`config.mk`:
```
export PLATFORM = sky130hd
export DESIGN_NAME = hdps_link
export DESIGN_NICKNAME = d
export VERILOG_FILES = /design/src/core/hdps_pkg.sv /design/src/core/hdps_link.sv
export VERILOG_INCLUDE_DIRS = /design/src /design/src/core
export SDC_FILE = /design/constraint.sdc
export NUM_CORES = 2
export LEC_CHECK = 0
export BUFFER_PORTS_ARGS = -buffer_cell sky130_fd_sc_hd__buf_4
export CAP_MARGIN = 20
export CORE_MARGIN = 3
export CORE_UTILIZATION = 30
export CTS_CLUSTER_SIZE = 30
export DETAILED_ROUTE_END_ITERATION = 10
export PLACE_DENSITY_LB_ADDON = 0.15
export SLEW_MARGIN = 20
export SYNTH_ARGS = -nofsm -noshare
export SYNTH_HDL_FRONTEND = slang
export SYNTH_SLANG_ARGS = --single-unit
```
`constraint.sdc`:
```
create_clock -name clock -period 4.5 [get_ports clock]
set_input_delay 0.225 -clock clock [delete_from_list [all_inputs] [get_ports clock]]
set_output_delay 0.225 -clock clock [all_outputs]
set_load 0.02 [all_outputs]
```
`src/core/hdps_regs.svh`:
```
// Link codes, message limits and check constants of the polled slave link.
`ifndef HDPS_REGS_SVH
`define HDPS_REGS_SVH
`define HDPS_SOH      8'h01
`define HDPS_STX      8'h02
`define HDPS_ETX      8'h03
`define HDPS_EOT      8'h04
`define HDPS_ENQ      8'h05
`define HDPS_ACK      8'h06
`define HDPS_DLE      8'h10
`define HDPS_NAK      8'h15
`define HDPS_BCAST    8'hFF
`define HDPS_MIN_LEN  8'h06
`define HDPS_MAX_LEN  250
`define HDPS_CRC_POLY 16'hA001
`define HDPS_HDR_B0   1
`define HDPS_HDR_B1   2
`define HDPS_HDR_B2   4
`define HDPS_HDR_B3   5
`endif

```
`src/core/hdps_pkg.sv`:
```
// Types shared by the polled slave link transceiver.
package hdps_pkg;
  typedef struct packed {
    logic [7:0] max_sends;
    logic [7:0] station;
    logic       bcast_en;
    logic       crc_sel;
    logic       addr_chk;
  } hdps_cfg_s;
  typedef struct packed {
    logic       valid;
    logic [7:0] data;
    logic       perr;
  } hdps_rx_s;
  typedef enum logic [4:0] {
    S_IDLE, S_ADDR, S_STX, S_BUILD, S_CHK, S_CHK2, S_JUDGE, S_DELIV,
    S_PADDR, S_PBCC, S_POLL, S_REQ, S_FETCH, S_TX, S_CTL, S_FREQ, S_FDRAIN
  } hdps_st_e;
  typedef enum logic [2:0] {
    P_DLE1, P_CODE, P_DATA, P_DLE2, P_ETX, P_CK0, P_CK1
  } hdps_ph_e;
endpackage

```
`src/core/hdps_link.sv`:
```
// Slave transceiver of a polled half-duplex multidrop serial link.
// Function
// - Messages shorter than 6 or longer than 250 bytes are size errors.
// - Duplicate when bytes 2, 3, 5, 6 all equal the saved copy.
// - Idle slave ignores everything except start-of-message, poll, acknowledge and negative acknowledge pairs.
// - Start pair clears check and buffer; next code must be our address or, if enabled, broadcast.
// - Wrong address byte drops the frame; back to waiting.
// - Matching address is summed; start-of-text pair must follow.
// - Data is stored and summed; overflow bytes summed but dropped.
// - Errors latched; at frame end check error, check, size, address.
// - Valid duplicate is discarded but still acknowledged.
// - New header saved, message offered to sink; ack only if accepted.
// - Poll takes address then raw check byte, no unstuffing.
// - Poll with wrong address or any error gets no answer.
// - Held message that reached send limit returns with error; else resend.
// - No held message: fetch from source, reset counter, send it.
// - Source empty on accepted poll: answer end-of-transmission pair.
// - Poll answer framed as start-of-text, stuffed data, end, check.
// - Held until acknowledge pair arrives, then discarded.
// - Negative acknowledge drains source, returning each with error.
// - Check byte is two's complement of byte sum; stuffed escape once.
// - Data value escape is sent doubled and collapsed on receive.
// - Optional 16-bit CRC, cleared, reflected 0xA001, low byte first.
`timescale 1ns/1ps
`include "hdps_regs.svh"
module hdps_link #(
  parameter int MSG_MAX = `HDPS_MAX_LEN
) (
  input  wire logic              clock,
  input  wire logic              rst_n,
  input  hdps_pkg::hdps_cfg_s    cfg,
  input  hdps_pkg::hdps_rx_s     rx,
  output logic                   tx_valid,
  output logic [7:0]             tx_data,
  input  wire logic              tx_ready,
  output logic                   tx_en,
  output logic                   src_req,
  input  wire logic              src_valid,
  input  wire logic [7:0]        src_data,
  input  wire logic              src_last,
  input  wire logic              src_none,
  output logic                   src_done,
  output logic                   src_err,
  input  wire logic              snk_full,
  output logic                   snk_valid,
  output logic [7:0]             snk_data,
  output logic                   snk_last
);
  import hdps_pkg::*;
  localparam logic [7:0] MAXB = 8'(MSG_MAX);

  // CRC update of one byte, reflected form, shifting right eight times.
  function automatic logic [15:0] crc_upd(input logic [15:0] c, input logic [7:0] b);
    logic [15:0] r;
    r = c ^ {8'h00, b};
    for (int i = 0; i < 8; i++) r = r[0] ? ((r >> 1) ^ `HDPS_CRC_POLY) : (r >> 1);
    return r;
  endfunction

  logic [7:0] rx_mem [MSG_MAX];
  logic [7:0] tx_mem [MSG_MAX];
  hdps_st_e   st_r, st_nxt;
  hdps_ph_e   ph_r, ph_nxt;
  logic       esc_r, esc_nxt, err_r, err_nxt, held_r, held_nxt, stf_r, stf_nxt;
  logic       hv_r, hv_nxt, txv_r, txv_nxt, sv_r, sv_nxt, sl_r, sl_nxt;
  logic       sd_r, sd_nxt, se_r, se_nxt;
  logic [7:0] sum_r, sum_nxt, len_r, len_nxt, idx_r, idx_nxt, tlen_r, tlen_nxt;
  logic [7:0] sends_r, sends_nxt, ctl_r, ctl_nxt, txd_r, txd_nxt, snd_r, snd_nxt;
  logic [15:0] crc_r, crc_nxt, chk_r, chk_nxt;
  logic [31:0] hdr_r, hdr_nxt, hdr_new;
  logic       rwe, twe, rx_dat, rx_ctl, good, dup, adv;
  logic [7:0] rwa, twa, twd, tb, cur;

  // Escape decoding; a lone escape waits for its partner before meaning anything.
  assign rx_dat  = rx.valid && (esc_r ? (rx.data == `HDPS_DLE) : (rx.data != `HDPS_DLE));
  assign rx_ctl  = rx.valid && esc_r && (rx.data != `HDPS_DLE);
  assign hdr_new = {rx_mem[`HDPS_HDR_B0], rx_mem[`HDPS_HDR_B1],
                    rx_mem[`HDPS_HDR_B2], rx_mem[`HDPS_HDR_B3]};
  assign dup     = hv_r && (hdr_new == hdr_r);
  // All frame-end checks in one term so no single failure can slip through.
  assign good    = !err_r && (len_r >= `HDPS_MIN_LEN) && (len_r <= MAXB)
                   && (cfg.crc_sel ? (crc_r == chk_r) : (8'(sum_r + chk_r[7:0]) == 8'h00))
                   && (!cfg.addr_chk || rx_mem[0] == cfg.station);
  assign cur     = tx_mem[idx_r];
  assign tx_en   = (st_r == S_TX) || (st_r == S_CTL);
  assign src_req = (st_r == S_REQ) || (st_r == S_FREQ);
  assign tx_valid = txv_r;
  assign tx_data  = txd_r;
  assign snk_valid = sv_r;
  assign snk_data  = snd_r;
  assign snk_last  = sl_r;
  assign src_done  = sd_r;
  assign src_err   = se_r;

  // Outgoing byte for the current phase; a stuffed escape repeats the escape.
  always_comb begin
    case (ph_r)
      P_DLE1, P_DLE2: tb = `HDPS_DLE;
      P_CODE:         tb = (st_r == S_CTL) ? ctl_r : `HDPS_STX;
      P_DATA:         tb = stf_r ? `HDPS_DLE : cur;
      P_ETX:          tb = `HDPS_ETX;
      P_CK0:          tb = cfg.crc_sel ? crc_r[7:0] : 8'(8'h00 - sum_r);
      P_CK1:          tb = crc_r[15:8];
      default:        tb = `HDPS_DLE;
    endcase
  end

  // Next-state logic of the whole transceiver; receive and send never overlap.
  always_comb begin
    st_nxt = st_r; ph_nxt = ph_r; esc_nxt = esc_r; err_nxt = err_r; held_nxt = held_r;
    stf_nxt = stf_r; hv_nxt = hv_r; txv_nxt = txv_r; txd_nxt = txd_r; sum_nxt = sum_r;
    len_nxt = len_r; idx_nxt = idx_r; tlen_nxt = tlen_r; sends_nxt = sends_r;
    ctl_nxt = ctl_r; crc_nxt = crc_r; chk_nxt = chk_r; hdr_nxt = hdr_r; snd_nxt = snd_r;
    sv_nxt = 1'b0; sl_nxt = 1'b0; sd_nxt = 1'b0; se_nxt = se_r;
    rwe = 1'b0; rwa = len_r; twe = 1'b0; twa = tlen_r; twd = src_data; adv = 1'b0;
    if (rx.valid) esc_nxt = !esc_r && (rx.data == `HDPS_DLE);
    if (rx.valid && rx.perr) err_nxt = 1'b1;
    // Byte port handshake: load a byte, then advance once the port takes it.
    if (st_r == S_TX || st_r == S_CTL) begin
      esc_nxt = 1'b0;
      if (!txv_r) begin
        txv_nxt = 1'b1;
        txd_nxt = tb;
      end else if (tx_ready) begin
        txv_nxt = 1'b0;
        adv = 1'b1;
      end
    end
    case (st_r)
      S_IDLE: if (rx_ctl) begin
        case (rx.data)
          `HDPS_SOH: begin
            st_nxt = S_ADDR; sum_nxt = 8'h00; len_nxt = 8'h00;
            err_nxt = 1'b0; crc_nxt = 16'h0000;
          end
          `HDPS_ENQ: begin
            st_nxt = S_PADDR; err_nxt = 1'b0;
          end
          `HDPS_ACK: if (held_r) begin
            held_nxt = 1'b0; sd_nxt = 1'b1; se_nxt = 1'b0;
          end
          `HDPS_NAK: begin
            st_nxt = S_FREQ;
            if (held_r) begin
              held_nxt = 1'b0; sd_nxt = 1'b1; se_nxt = 1'b1;
            end
          end
          default: st_nxt = S_IDLE;
        endcase
      end
      S_ADDR: if (rx_dat) begin
        if (rx.data == cfg.station || (cfg.bcast_en && rx.data == `HDPS_BCAST)) begin
          sum_nxt = 8'(sum_r + rx.data);
          st_nxt = S_STX;
        end else st_nxt = S_IDLE;
      end else if (rx_ctl) st_nxt = S_IDLE;
      S_STX: if (rx_ctl && rx.data == `HDPS_STX) st_nxt = S_BUILD;
        else if (rx_ctl || rx_dat) st_nxt = S_IDLE;
      S_BUILD: if (rx_dat) begin
        sum_nxt = 8'(sum_r + rx.data);
        crc_nxt = crc_upd(crc_r, rx.data);
        rwe = (len_r < MAXB);
        if (len_r != 8'hFF) len_nxt = len_r + 8'h01;
      end else if (rx_ctl) begin
        if (rx.data == `HDPS_ETX) begin
          crc_nxt = crc_upd(crc_r, `HDPS_ETX);
          st_nxt = S_CHK;
        end else st_nxt = S_IDLE;
      end
      S_CHK: begin
        esc_nxt = 1'b0;
        if (rx.valid) begin
          chk_nxt[7:0] = rx.data;
          st_nxt = cfg.crc_sel ? S_CHK2 : S_JUDGE;
        end
      end
      S_CHK2: begin
        esc_nxt = 1'b0;
        if (rx.valid) begin
          chk_nxt[15:8] = rx.data;
          st_nxt = S_JUDGE;
        end
      end
      S_JUDGE: begin
        ctl_nxt = `HDPS_ACK;
        ph_nxt = P_DLE1;
        idx_nxt = 8'h00;
        if (!good) st_nxt = S_IDLE;
        else if (dup) st_nxt = S_CTL;
        else begin
          hdr_nxt = hdr_new;
          hv_nxt = 1'b1;
          st_nxt = snk_full ? S_IDLE : S_DELIV;
        end
      end
      S_DELIV: begin
        sv_nxt = 1'b1;
        snd_nxt = rx_mem[idx_r];
        sl_nxt = (idx_r == 8'(len_r - 8'h01));
        idx_nxt = idx_r + 8'h01;
        if (sl_nxt) st_nxt = S_CTL;
      end
      S_PADDR: if (rx_dat) begin
        chk_nxt[7:0] = rx.data;
        st_nxt = S_PBCC;
      end else if (rx_ctl) st_nxt = S_IDLE;
      S_PBCC: begin
        esc_nxt = 1'b0;
        if (rx.valid) begin
          if (!err_r && !rx.perr && chk_nxt[7:0] == cfg.station
              && 8'(chk_r[7:0] + rx.data) == 8'h00) st_nxt = S_POLL;
          else st_nxt = S_IDLE;
        end
      end
      S_POLL: begin
        ph_nxt = P_DLE1; idx_nxt = 8'h00; sum_nxt = 8'h00; crc_nxt = 16'h0000; stf_nxt = 1'b0;
        if (!held_r) begin
          st_nxt = S_REQ;
          tlen_nxt = 8'h00;
        end else if (sends_r >= cfg.max_sends) begin
          held_nxt = 1'b0; sd_nxt = 1'b1; se_nxt = 1'b1;
          st_nxt = S_REQ; tlen_nxt = 8'h00;
        end else begin
          st_nxt = S_TX;
          sends_nxt = sends_r + 8'h01;
        end
      end
      S_REQ: st_nxt = S_FETCH;
      S_FETCH: if (src_none) begin
        st_nxt = S_CTL; ctl_nxt = `HDPS_EOT; ph_nxt = P_DLE1;
      end else if (src_valid) begin
        twe = (tlen_r < MAXB);
        if (twe) tlen_nxt = tlen_r + 8'h01;
        if (src_last) begin
          held_nxt = 1'b1; sends_nxt = 8'h01; st_nxt = S_TX;
        end
      end
      S_TX: if (adv) begin
        case (ph_r)
          P_DLE1: ph_nxt = P_CODE;
          P_CODE: ph_nxt = P_DATA;
          P_DATA: begin
            stf_nxt = !stf_r && (cur == `HDPS_DLE);
            if (!stf_nxt) begin
              sum_nxt = 8'(sum_r + cur);
              crc_nxt = crc_upd(crc_r, cur);
              idx_nxt = idx_r + 8'h01;
              if (idx_nxt >= tlen_r) ph_nxt = P_DLE2;
            end
          end
          P_DLE2: ph_nxt = P_ETX;
          P_ETX: begin
            crc_nxt = crc_upd(crc_r, `HDPS_ETX);
            ph_nxt = P_CK0;
          end
          P_CK0: if (cfg.crc_sel) ph_nxt = P_CK1;
            else st_nxt = S_IDLE;
          default: st_nxt = S_IDLE;
        endcase
      end
      S_CTL: if (adv) begin
        if (ph_r == P_DLE1) ph_nxt = P_CODE;
        else st_nxt = S_IDLE;
      end
      S_FREQ: st_nxt = S_FDRAIN;
      S_FDRAIN: if (src_none) st_nxt = S_IDLE;
        else if (src_valid && src_last) begin
          sd_nxt = 1'b1; se_nxt = 1'b1; st_nxt = S_FREQ;
        end
      default: st_nxt = S_IDLE;
    endcase
  end

  // State registers; buffers carry no reset since length counters guard them.
  always_ff @(posedge clock) begin
    if (rwe) rx_mem[rwa] <= rx.data;
    if (twe) tx_mem[twa] <= twd;
    if (!rst_n) begin
      st_r <= S_IDLE; ph_r <= P_DLE1; esc_r <= 1'b0; err_r <= 1'b0; held_r <= 1'b0;
      stf_r <= 1'b0; hv_r <= 1'b0; txv_r <= 1'b0; txd_r <= 8'h00; sum_r <= 8'h00;
      len_r <= 8'h00; idx_r <= 8'h00; tlen_r <= 8'h00; sends_r <= 8'h00; ctl_r <= 8'h00;
      crc_r <= 16'h0000; chk_r <= 16'h0000; hdr_r <= 32'h0000_0000; snd_r <= 8'h00;
      sv_r <= 1'b0; sl_r <= 1'b0; sd_r <= 1'b0; se_r <= 1'b0;
    end else begin
      st_r <= st_nxt; ph_r <= ph_nxt; esc_r <= esc_nxt; err_r <= err_nxt;
      held_r <= held_nxt; stf_r <= stf_nxt; hv_r <= hv_nxt; txv_r <= txv_nxt;
      txd_r <= txd_nxt; sum_r <= sum_nxt; len_r <= len_nxt; idx_r <= idx_nxt;
      tlen_r <= tlen_nxt; sends_r <= sends_nxt; ctl_r <= ctl_nxt; crc_r <= crc_nxt;
      chk_r <= chk_nxt; hdr_r <= hdr_nxt; snd_r <= snd_nxt; sv_r <= sv_nxt;
      sl_r <= sl_nxt; sd_r <= sd_nxt; se_r <= se_nxt;
    end
  end
endmodule // hdps_link

```
==> impl_metrics.json <==
{
  "outcome": "finished, violations left",
  "violations": "setup timing",
  "end_kind": "flop",
  "rsz0062_at_grt": "yes",
  "crit_required_ns": 5.42,
  "tritoncts": "yes",
  "start_util": 0.3019,
  "reg2reg_setup_slack_ns": -0.33,
  "fin_area_mm2": 0.2027,
  "routed_via_density": 5.028,
  "reg2reg_depth": 19,
  "synth_seq_cells": 4196,
  "ctsRootBufferMaster": "clkbuf_16",
  "num_vias": 87566,
  "power.leakage_nw": 63.46,
  "port_buffers": 66,
  "placed_cell_area_mm2": 0.1852,
  "final_util": 0.3656,
  "seqCellArea_mm2": 0.1246,
  "finalSetupViolCount": 41,
  "antenna_found_initial": 33,
  "drv_cap": 0,
  "period_minus_slack_ns": 4.831,
  "instances_no_fill": 17415,
  "hp-class": "in2reg",
  "synth-edff-count": 4048,
  "period_share": 1.073,
  "yosysWarnings": 0,
  "vdd.ir_drop.worst_mv": 0.3827,
  "syn_inst": 8185,
  "gp_congestion": 0.8325,
  "syn_area_per_cell_um2": 20.45,
  "setup_ws_ns": -0.3306,
  "dp_cells": 16402,
  "cts_max_level": 5,
  "grt_util_all_layers": 0.1856,
  "slew_viol_final": 0,
  "crit_fanout": 7,
  "power_frac_seq": 0.485,
  "fmax_mhz": 207.0,
  "wl_per_cell_um": 31.04,
  "drive_gt1_frac": 0.3282,
  "multi_input_area_mm2": 0.04095,
  "routed_wl_mm": 540.5,
  "layout_common_cells": "edfxtp_1 (4048), buf_4 (1155), mux4_2 (1083)",
  "dp_slack_ns": -1.258,
  "ys_types": 107,
  "p_comb_frac": 0.110,
  "fin_skew_ns": 0.04971,
  "worst_pin_slew_ns": 1.189,
  "syn2layout_area_growth_pct": 21.11,
  "power_switching_mw": 20.92,
  "grt_max_degree": 198,
  "hold_viol": 0,
  "netlist_top_cells_area": "edfxtp_1 (73%), mux4_2 (14%), dfxtp_1 (1.8%)",
  "power-per-cell-area_mw_per_mm2": 438.7,
  "clk_latency_ns": 1.03,
  "dp_hpwl_mm": 357.4,
  "num_io_pins": 67,
  "async_flop_share": 0,
  "die-area_mm2": 0.5669,
  "die_w_um": 752.9,
  "chipHeight_um": 752.9,
  "dr.pass1.iters": 5,
  "ant_nets": 0,
  "syn-cell-area_mm2": 0.1674,
  "final_nets": 9709,
  "ys.flop_type": "edfxtp_1",
  "clock-sinks": 4196,
  "p_int_mw": 68.01,
  "synth_top_cell_by_area": "edfxtp_1",
  "synth-seq-area-share": 0.7440,
  "worst-setup-path-type": "reg2reg",
  "core_mm2": 0.5544,
  "drc_errors": 0,
  "fillers": 51033,
  "rows": 273,
  "grt_pass1_vias": 90190,
  "crit_arrival_ns": 5.75,
  "synth_top_cell_area_share": 0.7263,
  "switching_share": 0.2352,
  "startpoint_type": "flop",
  "drt_iter0_drc": 8628,
  "clockBufferDepth": 4,
  "cts_made_buffers": 441,
  "layout_commonest_cell": "edfxtp_1",
  "grt_first_pass_wirelength_mm": 748.2,
  "overflow": 0,
  "slew_headroom": 0.2041,
  "clkSlewWorstSetupHoldPaths_ns": 0.06,
  "clkPwrFrac": 0.405
}
==> state kept, by name, indices dropped and copies added, names as in the netlist, 2 cells and up, named ones only <==
signal and flops:
hdr_r 32, st_r 5, sum_r 8, tx_mem 2000, idx_r 8, tx_data 8, snk_data 8, ph_r 3
tlen_r 8, len_r 8, crc_r 16, sends_r 8, ctl_r 2, rx_mem 2048, chk_r 16
==> power groups by stage <==
| stage | registers (mW) | clock network, mW | logic (mW) |
|---|---|---|---|
| after global routing | 43.1 | 38.5 | 10.3 |
| after global placement | 43.9 | 0 | 8.86 |
| final | 43.1 | 36.1 | 9.75 |
| after floorplan | 43.8 | 0 | 5.34 |
| after CTS | 43.1 | 36.9 | 9.57 |
| after detailed placement | 43.9 | 0 | 8.92 |
==> layout make-up <==
type / instances / area share
sequential: 4196 / 0.6145
multi-input combinational: 3487 / 0.2020
timing repair buffer: 1431 / 0.06696
clock buffer: 534 / 0.05689
tap: 7425 / 0.04583
clock inverter: 275 / 0.01257
inverter: 55 / 0.001049
antenna: 12 / 0.0001481
==> routing by layer <==
metal / track usage / wire [µm]
met1: 0.2518 / 230600
met2: 0.3167 / 268500
met3: 0.02316 / 26230
met4: 0.04681 / 15220
met5: 0 / 22
==> worst max-delay path, cell delays in order (launching register included) <==
cell and delay, ns:
dfxtp_4 0.39, buf_6 0.11, buf_16 0.16, buf_16 0.16, buf_8 0.11, mux4_2 0.49
mux4_2 0.52, nor2_1 0.12, buf_4 0.15, a311oi_4 0.07, nor4_4 0.54, nor3_4 0.10
buf_12 0.16, buf_8 0.13, and4b_2 0.28, a211oi_4 0.31, o21ai_4 0.12, buf_12 0.16
or4_1 0.39, a21oi_1 0.21
==> how the worst min path moves through the flow <==
stage | start | to | slack (ns) | cells past startpoint
floorplan | rx[1] | rx_mem[0][0]$_DFFE_PP_ | 0.32 | 0
global placement | ctl_r[1]$_SDFFE_PN0P_ | ctl_r[1]$_SDFFE_PN0P_ | 0.46 | 2
detailed placement | snk_data[2]$_SDFFE_PN0P_ | snk_data[2]$_SDFFE_PN0P_ | 0.45 | 2
CTS | rx[8] | rx_mem[21][7]$_DFFE_PP_ | -0.48 | 1
global route | rx[7] | rx_mem[174][6]$_DFFE_PP_ | 0.10 | 2
finish | cfg[9] | st_r[3]$_SDFFE_PN0P_ | 0.13 | 7
==> through the flow <==
stage / TNS, ns / hold slack, ns / total power, mW
4_1_cts: -9.035 / -0.4801 / 89.61
5_1_grt: -12.41 / 0.1031 / 91.95
3_3_place_gp: -52.05 / 0.4573 / 52.79
3_5_place_dp: -50.69 / 0.4523 / 52.86
2_1_floorplan: 0 / 0.3239 / 49.15
6_report: -10.24 / 0.1333 / 88.93
==> cell families (layout without fill, tap and decap cells) <==
kind of cell	Yosys count	in the layout	share of synthesized area
flops	4196	4196	0.7440
other cells	1	44	0.00002241
buf+inv	533	2295	0.01666
mux	1429	1429	0.1715
simple gates	1301	1301	0.03386
fa+ha+maj	53	53	0.004097
xor+xnor	180	180	0.009674
compound gates	492	492	0.02015
==> Yosys cell counts, drive strengths merged, types with 6 or more instances <==
| cell | instances |
|---|---|
| a21o | 22 |
| mux2i | 278 |
| nor2 | 720 |
| a2111oi | 6 |
| mux2 | 21 |
| buf | 228 |
| a31oi | 25 |
| nand2 | 243 |
| a22oi | 95 |
| a211oi | 24 |
| o221ai | 7 |
| o22ai | 7 |
| and2 | 17 |
| nand3 | 78 |
| xor2 | 83 |
| o211ai | 8 |
| nor2b | 40 |
| o2111ai | 8 |
| o21ai | 76 |
| nor3b | 7 |
| or3 | 15 |
| ha | 50 |
| nor3 | 48 |
| inv | 53 |
| clkbuf | 248 |
| nor4 | 25 |
| nand4 | 39 |
| nand2b | 23 |
| a311oi | 7 |
| o311ai | 8 |
| a32oi | 10 |
| xnor2 | 94 |
| a221oi | 7 |
| or4 | 9 |
| dfxtp | 148 |
| a21oi | 116 |
| mux4 | 1130 |
| edfxtp | 4048 |
| and3 | 15 |
| a41oi | 8 |
==> timing repair <==
item | CTS | global route
pin swaps | 17 | 54
setup endpoints to repair | 47 | 43
hold buffers | 37 | 2
cloned | 16 | 7
hold endpoints to repair | 1171 | 51
resized for setup | 171 | 125
setup buffers | 72 | 66
(Power assumes the default switching activity.)
